`config.mk`:
```
export PLATFORM = sky130hd
export DESIGN_NAME = transceiver_host_port
export DESIGN_NICKNAME = d
export VERILOG_FILES = /design/src/inc/host_port_pkg.sv /design/src/inc/reg_access_if.sv /design/src/hw/transceiver_host_port.sv /design/src/hw/reg_mem.sv /design/src/hw/serial_engine.sv
export VERILOG_INCLUDE_DIRS = /design/src /design/src/inc
export SDC_FILE = /design/constraint.sdc
export NUM_CORES = 1
export LEC_CHECK = 0
export ABC_AREA = 1
export BUFFER_PORTS_ARGS = -buffer_cell sky130_fd_sc_hd__clkbuf_2
export CAP_MARGIN = 10
export CORE_MARGIN = 3
export CORE_UTILIZATION = 65
export DETAILED_ROUTE_END_ITERATION = 8
export PLACE_DENSITY = 0.83
export SYNTH_ARGS = -nofsm -noshare
export SYNTH_HDL_FRONTEND = slang
export SYNTH_SLANG_ARGS = --single-unit
```
`constraint.sdc`:
```
create_clock -name mclk_i -period 5 [get_ports mclk_i]
set_input_delay 1 -clock mclk_i [delete_from_list [all_inputs] [get_ports mclk_i]]
set_output_delay 1 -clock mclk_i [all_outputs]
set_load 0.05 [all_outputs]
```
`src/inc/host_port_consts.svh`:
```
// constants for the transceiver host access port
`ifndef HOST_PORT_CONSTS_SVH
`define HOST_PORT_CONSTS_SVH
`define HP_CLK_MHZ 200
`define HP_RECOVERY_NS 40
`define HP_RECOVERY_CYC ((`HP_RECOVERY_NS * `HP_CLK_MHZ + 999) / 1000)
`define HP_ADDR_IER 8'h10
`define HP_ADDR_ISR 8'h11
`define HP_ADDR_STAT 8'h12
`define HP_MEM_DEPTH 16
`define HP_IER_RST 8'h00
`define HP_RW_BIT 0
`define HP_ADDR_LSB 1
`define HP_ADDR_MSB 6
`define HP_CMD_BITS 8
`define HP_FRAME_BITS 16
`endif

```
`src/inc/host_port_pkg.sv`:
```
// types shared by the host access port modules
package host_port_pkg;
	typedef logic [7:0] byte_t;
	typedef enum logic [1:0] {P_IDLE, P_WAIT, P_RUN, P_HOLD} par_state_t;
endpackage

```
`src/inc/reg_access_if.sv`:
```
// register access path between the serial engine and the port core
`timescale 1ns/1ps
interface reg_access_if;
	logic re;
	logic we;
	host_port_pkg::byte_t addr;
	host_port_pkg::byte_t wdata;
	host_port_pkg::byte_t rdata;
	modport serial (output re, output we, output addr, output wdata,
		input rdata);
	modport core (input re, input we, input addr, input wdata,
		output rdata);
endinterface

```
`src/hw/transceiver_host_port.sv`:
```
// host access port: parallel bus styles, serial mode, interrupt pin
`timescale 1ns/1ps
`include "host_port_consts.svh"
// Operation
// interrupt pin pulled low on an enabled status change.
// interrupt is active low open drain, each source maskable.
// host treats the interrupt as a level, not an edge.
// strobe style read: acknowledge low marks returned data valid.
// strobe style write: acknowledge low once the register took data.
// strobe style: wait states only for a write right after an access.
// enable style: ready high when the access has finished.
// enable style: ready low while the transfer is in progress.
// enable style: ready released to high impedance after the cycle.
// serial out valid on rising edge if edge select high, else falling.
// serial out stays high impedance for a whole serial write.
// latch enable style: address taken on latch enable falling edge.
// host uses shared address pin as active low address strobe.
// host drives shared strobe pin as data strobe or write enable.
// host drives direction pin as read/write or read enable.
// host sends command, address, write data on serial in.
// host supplies the serial shift clock on the latch pin.
// host takes chip select low for each whole access.
// bus style select low gives strobe style, high gives enable style.
module transceiver_host_port (
	input wire logic mclk_i,
	input wire logic reset_n_i,
	input wire logic serial_mode_i,
	input wire logic bus_style_sel_i,
	input wire logic output_edge_sel_i,
	input wire logic cs_n_i,
	input wire logic ale_sclk_i,
	input wire logic data_strobe_i,
	input wire logic rw_rd_i,
	input wire logic [7:0] ad_i,
	output logic [7:0] ad_o,
	output logic ad_oe_o,
	output logic ack_rdy_o,
	output logic ack_rdy_oe_o,
	output logic int_n_o,
	output logic int_n_oe_o,
	input wire logic [7:0] status_i
);
	localparam int NPINS = 15;

	logic [NPINS-1:0] pins;
	logic [NPINS-1:0] sync1;
	logic [NPINS-1:0] sync2;
	host_port_pkg::par_state_t state;
	host_port_pkg::par_state_t next_state;
	logic ale_prev;
	host_port_pkg::byte_t addr_q;
	host_port_pkg::byte_t dout;
	host_port_pkg::byte_t ier;
	host_port_pkg::byte_t pending;
	host_port_pkg::byte_t status_prev;
	host_port_pkg::byte_t sp_q;
	logic sp_sel;
	logic rd_cycle;
	logic [3:0] rec_cnt;
	logic par_issue;
	logic ser_out;
	logic ser_oe;
	logic [7:0] mem_rdata;

	reg_access_if acc ();

	function automatic logic in_mem(input host_port_pkg::byte_t a);
		in_mem = (a < 8'(`HP_MEM_DEPTH));
	endfunction

	function automatic host_port_pkg::byte_t special_rd(
		input host_port_pkg::byte_t a,
		input host_port_pkg::byte_t ie,
		input host_port_pkg::byte_t pend,
		input host_port_pkg::byte_t stat);
		special_rd = 8'h00;
		if (a == `HP_ADDR_IER) begin
			special_rd = ie;
		end else if (a == `HP_ADDR_ISR) begin
			special_rd = pend;
		end else if (a == `HP_ADDR_STAT) begin
			special_rd = stat;
		end
	endfunction

	// every pin is asynchronous to mclk
	assign pins = {serial_mode_i, bus_style_sel_i, output_edge_sel_i,
		cs_n_i, ale_sclk_i, data_strobe_i, rw_rd_i, ad_i};

	generate
		for (genvar g = 0; g < NPINS; g++) begin : g_sync
			always_ff @(posedge mclk_i or negedge reset_n_i) begin
				if (!reset_n_i) begin
					sync1[g] <= 1'b1;
					sync2[g] <= 1'b1;
				end else begin
					sync1[g] <= pins[g];
					sync2[g] <= sync1[g];
				end
			end
		end
	endgenerate

	wire serial_s = sync2[14];
	wire style_s = sync2[13];
	wire edge_s = sync2[12];
	wire cs_n_s = sync2[11];
	wire ale_s = sync2[10];
	wire dstb_s = sync2[9];
	wire rw_s = sync2[8];
	wire [7:0] ad_s = sync2[7:0];

	wire moto = ~style_s;
	wire ale_fall = ale_prev & ~ale_s;
	wire par_strobe = moto ? ~dstb_s : (~dstb_s | ~rw_s);
	wire par_read = moto ? rw_s : ~rw_s;
	wire start = ~serial_s & ~cs_n_s & par_strobe;
	wire released = cs_n_s | ~par_strobe;
	// back to back write must let the previous access settle
	wire need_wait = moto & ~par_read & (rec_cnt != 4'h0);

	wire acc_re = serial_s ? acc.re : par_issue & par_read;
	wire acc_we = serial_s ? acc.we : par_issue & ~par_read;
	wire [7:0] acc_addr = serial_s ? acc.addr : addr_q;
	wire [7:0] acc_wdata = serial_s ? acc.wdata : ad_s;
	wire isr_clr = acc_re & (acc_addr == `HP_ADDR_ISR);
	wire [7:0] change = status_i ^ status_prev;
	wire int_req = |(pending & ier);

	assign acc.rdata = sp_sel ? sp_q : mem_rdata;

	always_comb begin
		next_state = state;
		par_issue = 1'b0;
		unique case (state)
			host_port_pkg::P_IDLE: begin
				if (start) begin
					if (need_wait) begin
						next_state = host_port_pkg::P_WAIT;
					end else begin
						par_issue = 1'b1;
						next_state = host_port_pkg::P_RUN;
					end
				end
			end
			host_port_pkg::P_WAIT: begin
				if (released) begin
					next_state = host_port_pkg::P_IDLE;
				end else if (rec_cnt == 4'h0) begin
					par_issue = 1'b1;
					next_state = host_port_pkg::P_RUN;
				end
			end
			host_port_pkg::P_RUN: begin
				next_state = host_port_pkg::P_HOLD;
			end
			host_port_pkg::P_HOLD: begin
				if (released) begin
					next_state = host_port_pkg::P_IDLE;
				end
			end
		endcase
	end

	always_ff @(posedge mclk_i or negedge reset_n_i) begin
		if (!reset_n_i) begin
			state <= host_port_pkg::P_IDLE;
			ale_prev <= 1'b1;
			addr_q <= 8'h00;
			rd_cycle <= 1'b0;
			dout <= 8'h00;
		end else begin
			state <= next_state;
			ale_prev <= ale_s;
			if (!serial_s && ale_fall) begin
				addr_q <= ad_s;
			end
			if (par_issue) begin
				rd_cycle <= par_read;
			end
			if (state == host_port_pkg::P_RUN) begin
				dout <= acc.rdata;
			end
		end
	end

	always_ff @(posedge mclk_i or negedge reset_n_i) begin
		if (!reset_n_i) begin
			rec_cnt <= 4'h0;
		end else if (state == host_port_pkg::P_HOLD && released) begin
			rec_cnt <= 4'(`HP_RECOVERY_CYC);
		end else if (rec_cnt != 4'h0) begin
			rec_cnt <= rec_cnt - 4'h1;
		end
	end

	always_ff @(posedge mclk_i or negedge reset_n_i) begin
		if (!reset_n_i) begin
			ier <= `HP_IER_RST;
			pending <= 8'h00;
			status_prev <= 8'h00;
			sp_q <= 8'h00;
			sp_sel <= 1'b0;
		end else begin
			status_prev <= status_i;
			// a change in the clearing cycle survives the clear
			pending <= (isr_clr ? 8'h00 : pending) | change;
			if (acc_we && acc_addr == `HP_ADDR_IER) begin
				ier <= acc_wdata;
			end
			if (acc_re) begin
				sp_sel <= ~in_mem(acc_addr);
				sp_q <= special_rd(acc_addr, ier, pending, status_i);
			end
		end
	end

	reg_mem u_mem (
		.mclk_i(mclk_i),
		.we_i(acc_we & in_mem(acc_addr)),
		.addr_i(acc_addr[3:0]),
		.wdata_i(acc_wdata),
		.rdata_o(mem_rdata)
	);

	serial_engine u_ser (
		.mclk_i(mclk_i),
		.reset_n_i(reset_n_i),
		.enable_i(serial_s),
		.cs_n_i(cs_n_s),
		.sclk_i(ale_s),
		.serial_in_i(dstb_s),
		.edge_sel_i(edge_s),
		.acc(acc.serial),
		.serial_out_o(ser_out),
		.serial_oe_o(ser_oe)
	);

	// open drain: only ever pulls low
	assign int_n_o = 1'b0;
	assign int_n_oe_o = int_req;
	assign ad_o = dout;
	assign ad_oe_o = ~serial_s & (state == host_port_pkg::P_HOLD) & rd_cycle;
	// strobe style: drive low as acknowledge; enable style: low busy, high done
	assign ack_rdy_o = serial_s ? ser_out :
		(moto ? 1'b0 : (state == host_port_pkg::P_HOLD));
	assign ack_rdy_oe_o = serial_s ? ser_oe :
		(moto ? (state == host_port_pkg::P_HOLD) :
		(state != host_port_pkg::P_IDLE));
endmodule

```
`src/hw/reg_mem.sv`:
```
// general register storage with registered read data
`timescale 1ns/1ps
`include "host_port_consts.svh"
module reg_mem (
	input wire logic mclk_i,
	input wire logic we_i,
	input wire logic [3:0] addr_i,
	input wire logic [7:0] wdata_i,
	output logic [7:0] rdata_o
);
	logic [7:0] mem [0:`HP_MEM_DEPTH-1];

	always_ff @(posedge mclk_i) begin
		if (we_i) begin
			mem[addr_i] <= wdata_i;
		end
		rdata_o <= mem[addr_i];
	end
endmodule

```
`src/hw/serial_engine.sv`:
```
// serial host mode: command, address and data shifting
`timescale 1ns/1ps
`include "host_port_consts.svh"
module serial_engine (
	input wire logic mclk_i,
	input wire logic reset_n_i,
	input wire logic enable_i,
	input wire logic cs_n_i,
	input wire logic sclk_i,
	input wire logic serial_in_i,
	input wire logic edge_sel_i,
	reg_access_if.serial acc,
	output logic serial_out_o,
	output logic serial_oe_o
);
	logic sclk_prev;
	logic [3:0] cnt;
	logic [7:0] sh;
	logic [7:0] cmd;
	logic [7:0] rbyte;
	logic rd_phase;
	logic wr_phase;
	logic re_q;
	logic [2:0] oidx;
	logic sout;
	wire rise = sclk_i & ~sclk_prev;
	wire fall = ~sclk_i & sclk_prev;
	wire cap = enable_i & ~cs_n_i & rise;
	wire [7:0] shin = {serial_in_i, sh[7:1]};
	wire cmd_done = cap & (cnt == 4'(`HP_CMD_BITS - 1));
	wire data_done = cap & (cnt == 4'(`HP_FRAME_BITS - 1));
	// output changes on the edge opposite to the one it is valid on
	wire out_edge = edge_sel_i ? fall : rise;

	assign acc.re = cmd_done & shin[`HP_RW_BIT];
	assign acc.we = data_done & wr_phase;
	assign acc.addr = cmd_done ?
		{2'b00, shin[`HP_ADDR_MSB:`HP_ADDR_LSB]} :
		{2'b00, cmd[`HP_ADDR_MSB:`HP_ADDR_LSB]};
	assign acc.wdata = shin;
	assign serial_out_o = sout;
	assign serial_oe_o = enable_i & ~cs_n_i & rd_phase;

	always_ff @(posedge mclk_i or negedge reset_n_i) begin
		if (!reset_n_i) begin
			sclk_prev <= 1'b1;
			cnt <= 4'h0;
			sh <= 8'h00;
			cmd <= 8'h00;
			rd_phase <= 1'b0;
			wr_phase <= 1'b0;
		end else begin
			sclk_prev <= sclk_i;
			if (cs_n_i | ~enable_i) begin
				cnt <= 4'h0;
				rd_phase <= 1'b0;
				wr_phase <= 1'b0;
			end else if (cap) begin
				sh <= shin;
				cnt <= cnt + 4'h1;
				if (cmd_done) begin
					cmd <= shin;
					rd_phase <= shin[`HP_RW_BIT];
					wr_phase <= ~shin[`HP_RW_BIT];
				end
				if (data_done) begin
					wr_phase <= 1'b0;
				end
			end
		end
	end

	always_ff @(posedge mclk_i or negedge reset_n_i) begin
		if (!reset_n_i) begin
			re_q <= 1'b0;
			rbyte <= 8'h00;
			oidx <= 3'h0;
			sout <= 1'b0;
		end else begin
			re_q <= acc.re;
			if (re_q) begin
				rbyte <= acc.rdata;
				// falling-valid case: first bit must be out before next fall
				if (!edge_sel_i) begin
					sout <= acc.rdata[0];
				end
				oidx <= edge_sel_i ? 3'h0 : 3'h1;
			end else if (rd_phase & out_edge) begin
				sout <= rbyte[oidx];
				oidx <= oidx + 3'h1;
			end
		end
	end
endmodule

```
# --- After elaboration in Yosys (flattened, before gate mapping) ---
# Memories as Yosys holds them, arrays and structs flattened. A register that Yosys moved wholly into a read port is not among the register bits.
# Cells that the tools add are included.
totals:
  regBits: 121
  latchBits: 0
  ram_bits: 128
  rom_bits: 0
  in_bits: 25
  out_inout_bits: 13
  word_cells: 175
  memories: 1
classes:
  n_addsub: 3
  n_mul: 0
  div: 0
  magnitude_cmp: 2
  eq_ne: 12
  n_shift: 0
  muxes: 49
  bitwise: 38
  n_reduce_logical: 20
memory_table:
  columns: ["name", "words", "word_bits", "rd", "rd_clocked_by_memory_dff", "wr", "line_no", "text"]
  rows:
  - ["u_mem.mem", 16, 8, 1, 1, 1, "reg_mem.sv:11", "logic [7:0] mem [0:`HP_MEM_DEPTH-1];"]
ops:
  columns: ["cell", "count"]
  rows:
  - ["8-bit 2-to-1 mux", 7]
  - ["1-bit 2-to-1 mux", 27]
  - ["8-bit by 5-bit == test with 1-bit output, second input constant", 3]
  - ["1-bit bitwise AND", 20]
  - ["4-bit 2-to-1 mux", 4]
  - ["1-bit NOT", 12]
  - ["2-bit 2-to-1 mux", 5]
  - ["2-bit nonzero test", 5]
  - ["8-bit bitwise AND", 1]
  - ["8-bit by 5-bit < comparator with 1-bit output, second input constant", 1]
  - ["8-bit bitwise OR", 1]
  - ["2-bit case mux with 4 select lines", 1]
  - ["2-bit AND reduction", 4]
  - ["8-bit OR reduction", 1]
  - ["8-bit bitwise XOR", 1]
  - ["3-bit 2-to-1 mux", 2]
  - ["6-bit 2-to-1 mux", 1]
  - ["2-bit != test, second input constant", 3]
  - ["3-bit AND reduction", 2]
  - ["4-bit by 1-bit adder with 4-bit output, second input constant", 1]
  - ["2-bit == test, second input constant", 2]
  - ["4-bit by 3-bit == test with 1-bit output, second input constant", 1]
  - ["4-bit == test, second input constant", 1]
  - ["4-bit logical NOT", 1]
  - ["other kinds (13)", 17]

# --- Longest topological paths before layout ---
logic_depth:
  ltp_word: 13
  ltp_mapped: 17
  depth_no_buf: 15

# --- Hierarchy ---
# A second synthesis with hierarchy kept.
unflattened:
  cells_unflattened: 1139
  area_unflattened_um2: 10946.7
by_module_without_submodules:
  columns: ["mod", "n_inst", "cells_each", "area_per_inst_um2"]
  rows:
  - ["reg_mem", 1, 548, 5592.9]
  - ["transceiver_host_port", 1, 411, 3797.4]
  - ["serial_engine", 1, 180, 1556.5]

# --- Least setup slack after synthesis ---
# No wires, ideal clock.
synth_path:
  kind: "flip-flop to output port"
  startpoint: "reg sync2[14], in the netlist serial_s"
  endpoint: "out ack_rdy_o"
  arrival_time_ns: 1.878
  slack_ns: 2.122
  stages_incl_launch_ff: 7
  path_buffers: 4
  path_cell_list: "dfstp_2 -> buf_4 -> buf_2 -> clkbuf_1 -> buf_2 -> nand2_1 -> o21ai_0"
synth_via:
  elab_chain_cells: 1
synth_rtl:
  columns: ["item", "line_no", "text"]
  rows:
  - ["start, declared", "transceiver_host_port.sv:47", "logic [NPINS-1:0] sync2;"]
  - ["start signal, assigned by index", "transceiver_host_port.sv:98", "sync2[g] <= sync1[g];"]
  - ["1-bit 2-to-1 mux", "transceiver_host_port.sv:245", "assign ack_rdy_o = serial_s ? ser_out :"]
  - ["end, declared", "transceiver_host_port.sv:37", "output logic ack_rdy_o,"]
# Every way passes these cells.

# --- Worst setup path after layout ---
layout_path:
  startpoint: "reg sync2[14], in the netlist serial_s"
  endpoint: "mem u_mem.mem[14][6], enable pin"
layout_via:
  elab_chain_cells: 10
layout_rtl:
  columns: ["item", "line_no"]
  rows:
  - ["branches (longest 10 deep; another with 8-bit by 5-bit < comparator with 1-bit output)", null]
  - ["end, declared", "reg_mem.sv:11"]
# Several ways; the timed one is not identified.

==> reports/metrics.csv <==
metric,value,unit
critPathBufInv,0,
port_buffers,36,
crit_chain,nand2_2 > nor2_8 > nand3_1 > nand3_2 > nand2_4 > nor2_2 > nand2_1 > nor2_1,
drtIter0Drc,920,
worst-path-stages,8,
finalCriticalPeriod,3880,ps
cellPowerDensity,431,nW/um^2
synth.net_count,1136,
critPathKind,reg2reg,
ys_top_cells_by_count,"496 x nand2_1, 128 x edfxtp_1, 88 x dfrtp_1",
first_pass_iters,5,
cap_violations,0,
clockBufferDepth,3,
reg2reg_to,u_mem.mem[14][6]$_DFFE_PP_,
cts_tree,done,
drv_slew,0,
rr_worst_depth,8,
grt_pass1_wl,37600,um
worst_ep_arrival_time,4030,ps
hold_violations,0,
synth_top_area_cell,edfxtp_1,
status,"finished, final reports clean",
path_clk_slew,60,ps
post_dp_cell_area,11200,sq um
postCtsSetupRepairBufs,0,
finalCritPeriodShare,0.776,
ctsResizeCount,0,
start_util,0.675,
globalplace.congestion,0.883,
ys_ff_latch,255,
fin_skew,13.7,ps
fmax,0.258,GHz
core_area,16100,sq um
critPathCaptureType,register,
holdCritStartpoint,sync1[8]$_DFF_PN1_,
rsz0062_at_grt,no,
routed-via-count,7535,
wl_per_cell,17.1,um
antenna_found_initial,0,
cts_buffers,26,
critPathTopFamily,simple AND/OR/NAND/NOR gates,
die_area,18300,sq um
h-tree-depth,1,
critPathMaxStageDelay,1000,ps
slew_headroom,0.244,
p_leak,5.39,nW
cp.required,5150,ps
row_count,46,
grt_util_all_layers,0.263,
netlist_area,10900,sq um
area_growth,10.4,%
clk_latency,530,ps
yosys.cell_types.count,45,
synth-main-ff-cell,edfxtp_1,
nNetsFinal,1167,
tightest_slew,1130,ps
setup_tns,0,ps
synth_cells,1107,
cp-start-kind,register,
drive_above_1_share,0.146,
clock-root-buffer,clkbuf_16,
ys_seq_area_frac,0.645,
grt-ovfl-total,0,
crit_path_top_delay_cell,dfstp_2,
viasPerCell,5.49,
drc_errors,0,
min_path_cells,0,
synth_edf_count,128,
ant_nets,0,
yosys_warnings,0,
synth.avg_cell_area,9.83,sq um
hold_buffers,0,
fin_area,12000,sq um
die_x,135,um
worstHoldEndpoint,rw_s$_DFF_PN1_,
grt_pass1_vias,7404,
async_flop_share,0.467,
grt_max_degree,75,
yosysTopAreaCellShare,0.353,
worst_slack,1120,ps
hp-class,reg2reg,
r2r_start,serial_s$_DFF_PN1_,
yosysMostFrequentCell,nand2_1,
wirelength,23400,um
num_antenna_cells,0,
cp_max_fo,67,
die_h,135,um
r2r_slack,1120,ps
cts.sink_count,255,
netlist_top_cells_area,"edfxtp_1 35%, dfrtp_1 20%, nand2_1 17%",
dp.final_hpwl,14700,um
io_pins,38,
setup_violations,0,
peakVddDrop,0.356,mV
pre_cts_ws,1170,ps
==> report_power, final <==
group	switching, W	total, W	internal (W)
registers	0.000103	0.00249	0.00239
logic	0.000568	0.000791	0.000223
clock network	0.000805	0.00190	0.00109
==> sequential cells by signal, indices dropped and copies added (netlist names), 2 cells and up <==
| register | cells |
|---|---|
| ier | 8 |
| u_ser.oidx | 3 |
| pending | 8 |
| u_ser.rbyte | 8 |
| u_ser.cmd | 6 |
| ad_o | 8 |
| rec_cnt | 4 |
| u_mem.mem | 128 |
| sp_q | 8 |
| u_ser.cnt | 4 |
| u_mem.rdata_o | 8 |
| ad_s | 8 |
| state | 2 |
| addr_q | 8 |
| u_ser.sh | 7 |
| status_prev | 8 |
| sync1 | 15 |
==> cells by family after synthesis <==
logic type                 synth area share
DFF                                   0.645
AOI/OAI and AO/OA                    0.0461
adders and majority gates           0.00460
other                              0.000344
buffers and inverters                0.0492
and+or+nand+nor                       0.240
muxes                               0.00816
xor gates and xnor gates            0.00644
==> layout by cell type (no fill, tap or decap), drive strengths merged, types with 2 or more instances in the layout <==
master    count
or2           5
o21ai        57
buf           3
a221oi        2
a21oi        11
o211ai        7
dfrtp        88
clkbuf       68
nand3        48
clkinvlp      3
nor3          2
dfxtp         8
a31oi         3
edfxtp      128
ha            4
nand2       507
mux2          7
inv          82
clkinv       10
xnor2         8
dfstp        31
and2          2
nor2         64
==> metal layers <==
metal,global-route usage,part of all wire,routed length (um)
met3,0.0360,0.074,1720
met5,0,0,0
met1,0.378,0.41,9710
met2,0.427,0.48,11300
met4,0.0756,0.030,709
==> layout make-up <==
class | instances | area, sq um
sequential | 255 | 7020
fill | 1049 | 4100
multi-input combinational | 735 | 3360
clock buffer | 33 | 729
inverter | 82 | 313
tap | 216 | 270
timing repair buffer | 38 | 198
clock inverter | 14 | 124
==> worst max-delay path by stage <==
stage	slack (ps)	endpoint	from
floorplan	2120	ack_rdy_o	serial_s$_DFF_PN1_
global placement	1310	u_mem.mem[0][0]$_DFFE_PP_	serial_s$_DFF_PN1_
detailed placement	1170	u_mem.mem[14][6]$_DFFE_PP_	serial_s$_DFF_PN1_
CTS	1160	u_mem.mem[14][6]$_DFFE_PP_	serial_s$_DFF_PN1_
global route	840	u_mem.mem[5][1]$_DFFE_PP_	serial_s$_DFF_PN1_
finish	1120	u_mem.mem[14][6]$_DFFE_PP_	serial_s$_DFF_PN1_
==> metrics by stage <==
step / power, W / hold WS (ps) / utilization / instances
after CTS: 0.00519 / 348 / 0.746 / 1373
after global routing: 0.00538 / 349 / 0.746 / 1373
after detailed placement: 0.00330 / 347 / 0.693 / 1326
final: 0.00518 / 347 / 0.746 / 1373
after floorplan: 0.00308 / 345 / - / 1107
after global placement: 0.00328 / 345 / 0.693 / 1326
==> worst register-to-register path, delay by kind of cell, from the launching register on <==
family           cells  cell delay (ps)
flip-flops           1             1000
AND/OR/NAND/NOR      8             2500
Note: power is estimated with default switching activity, not from simulation.
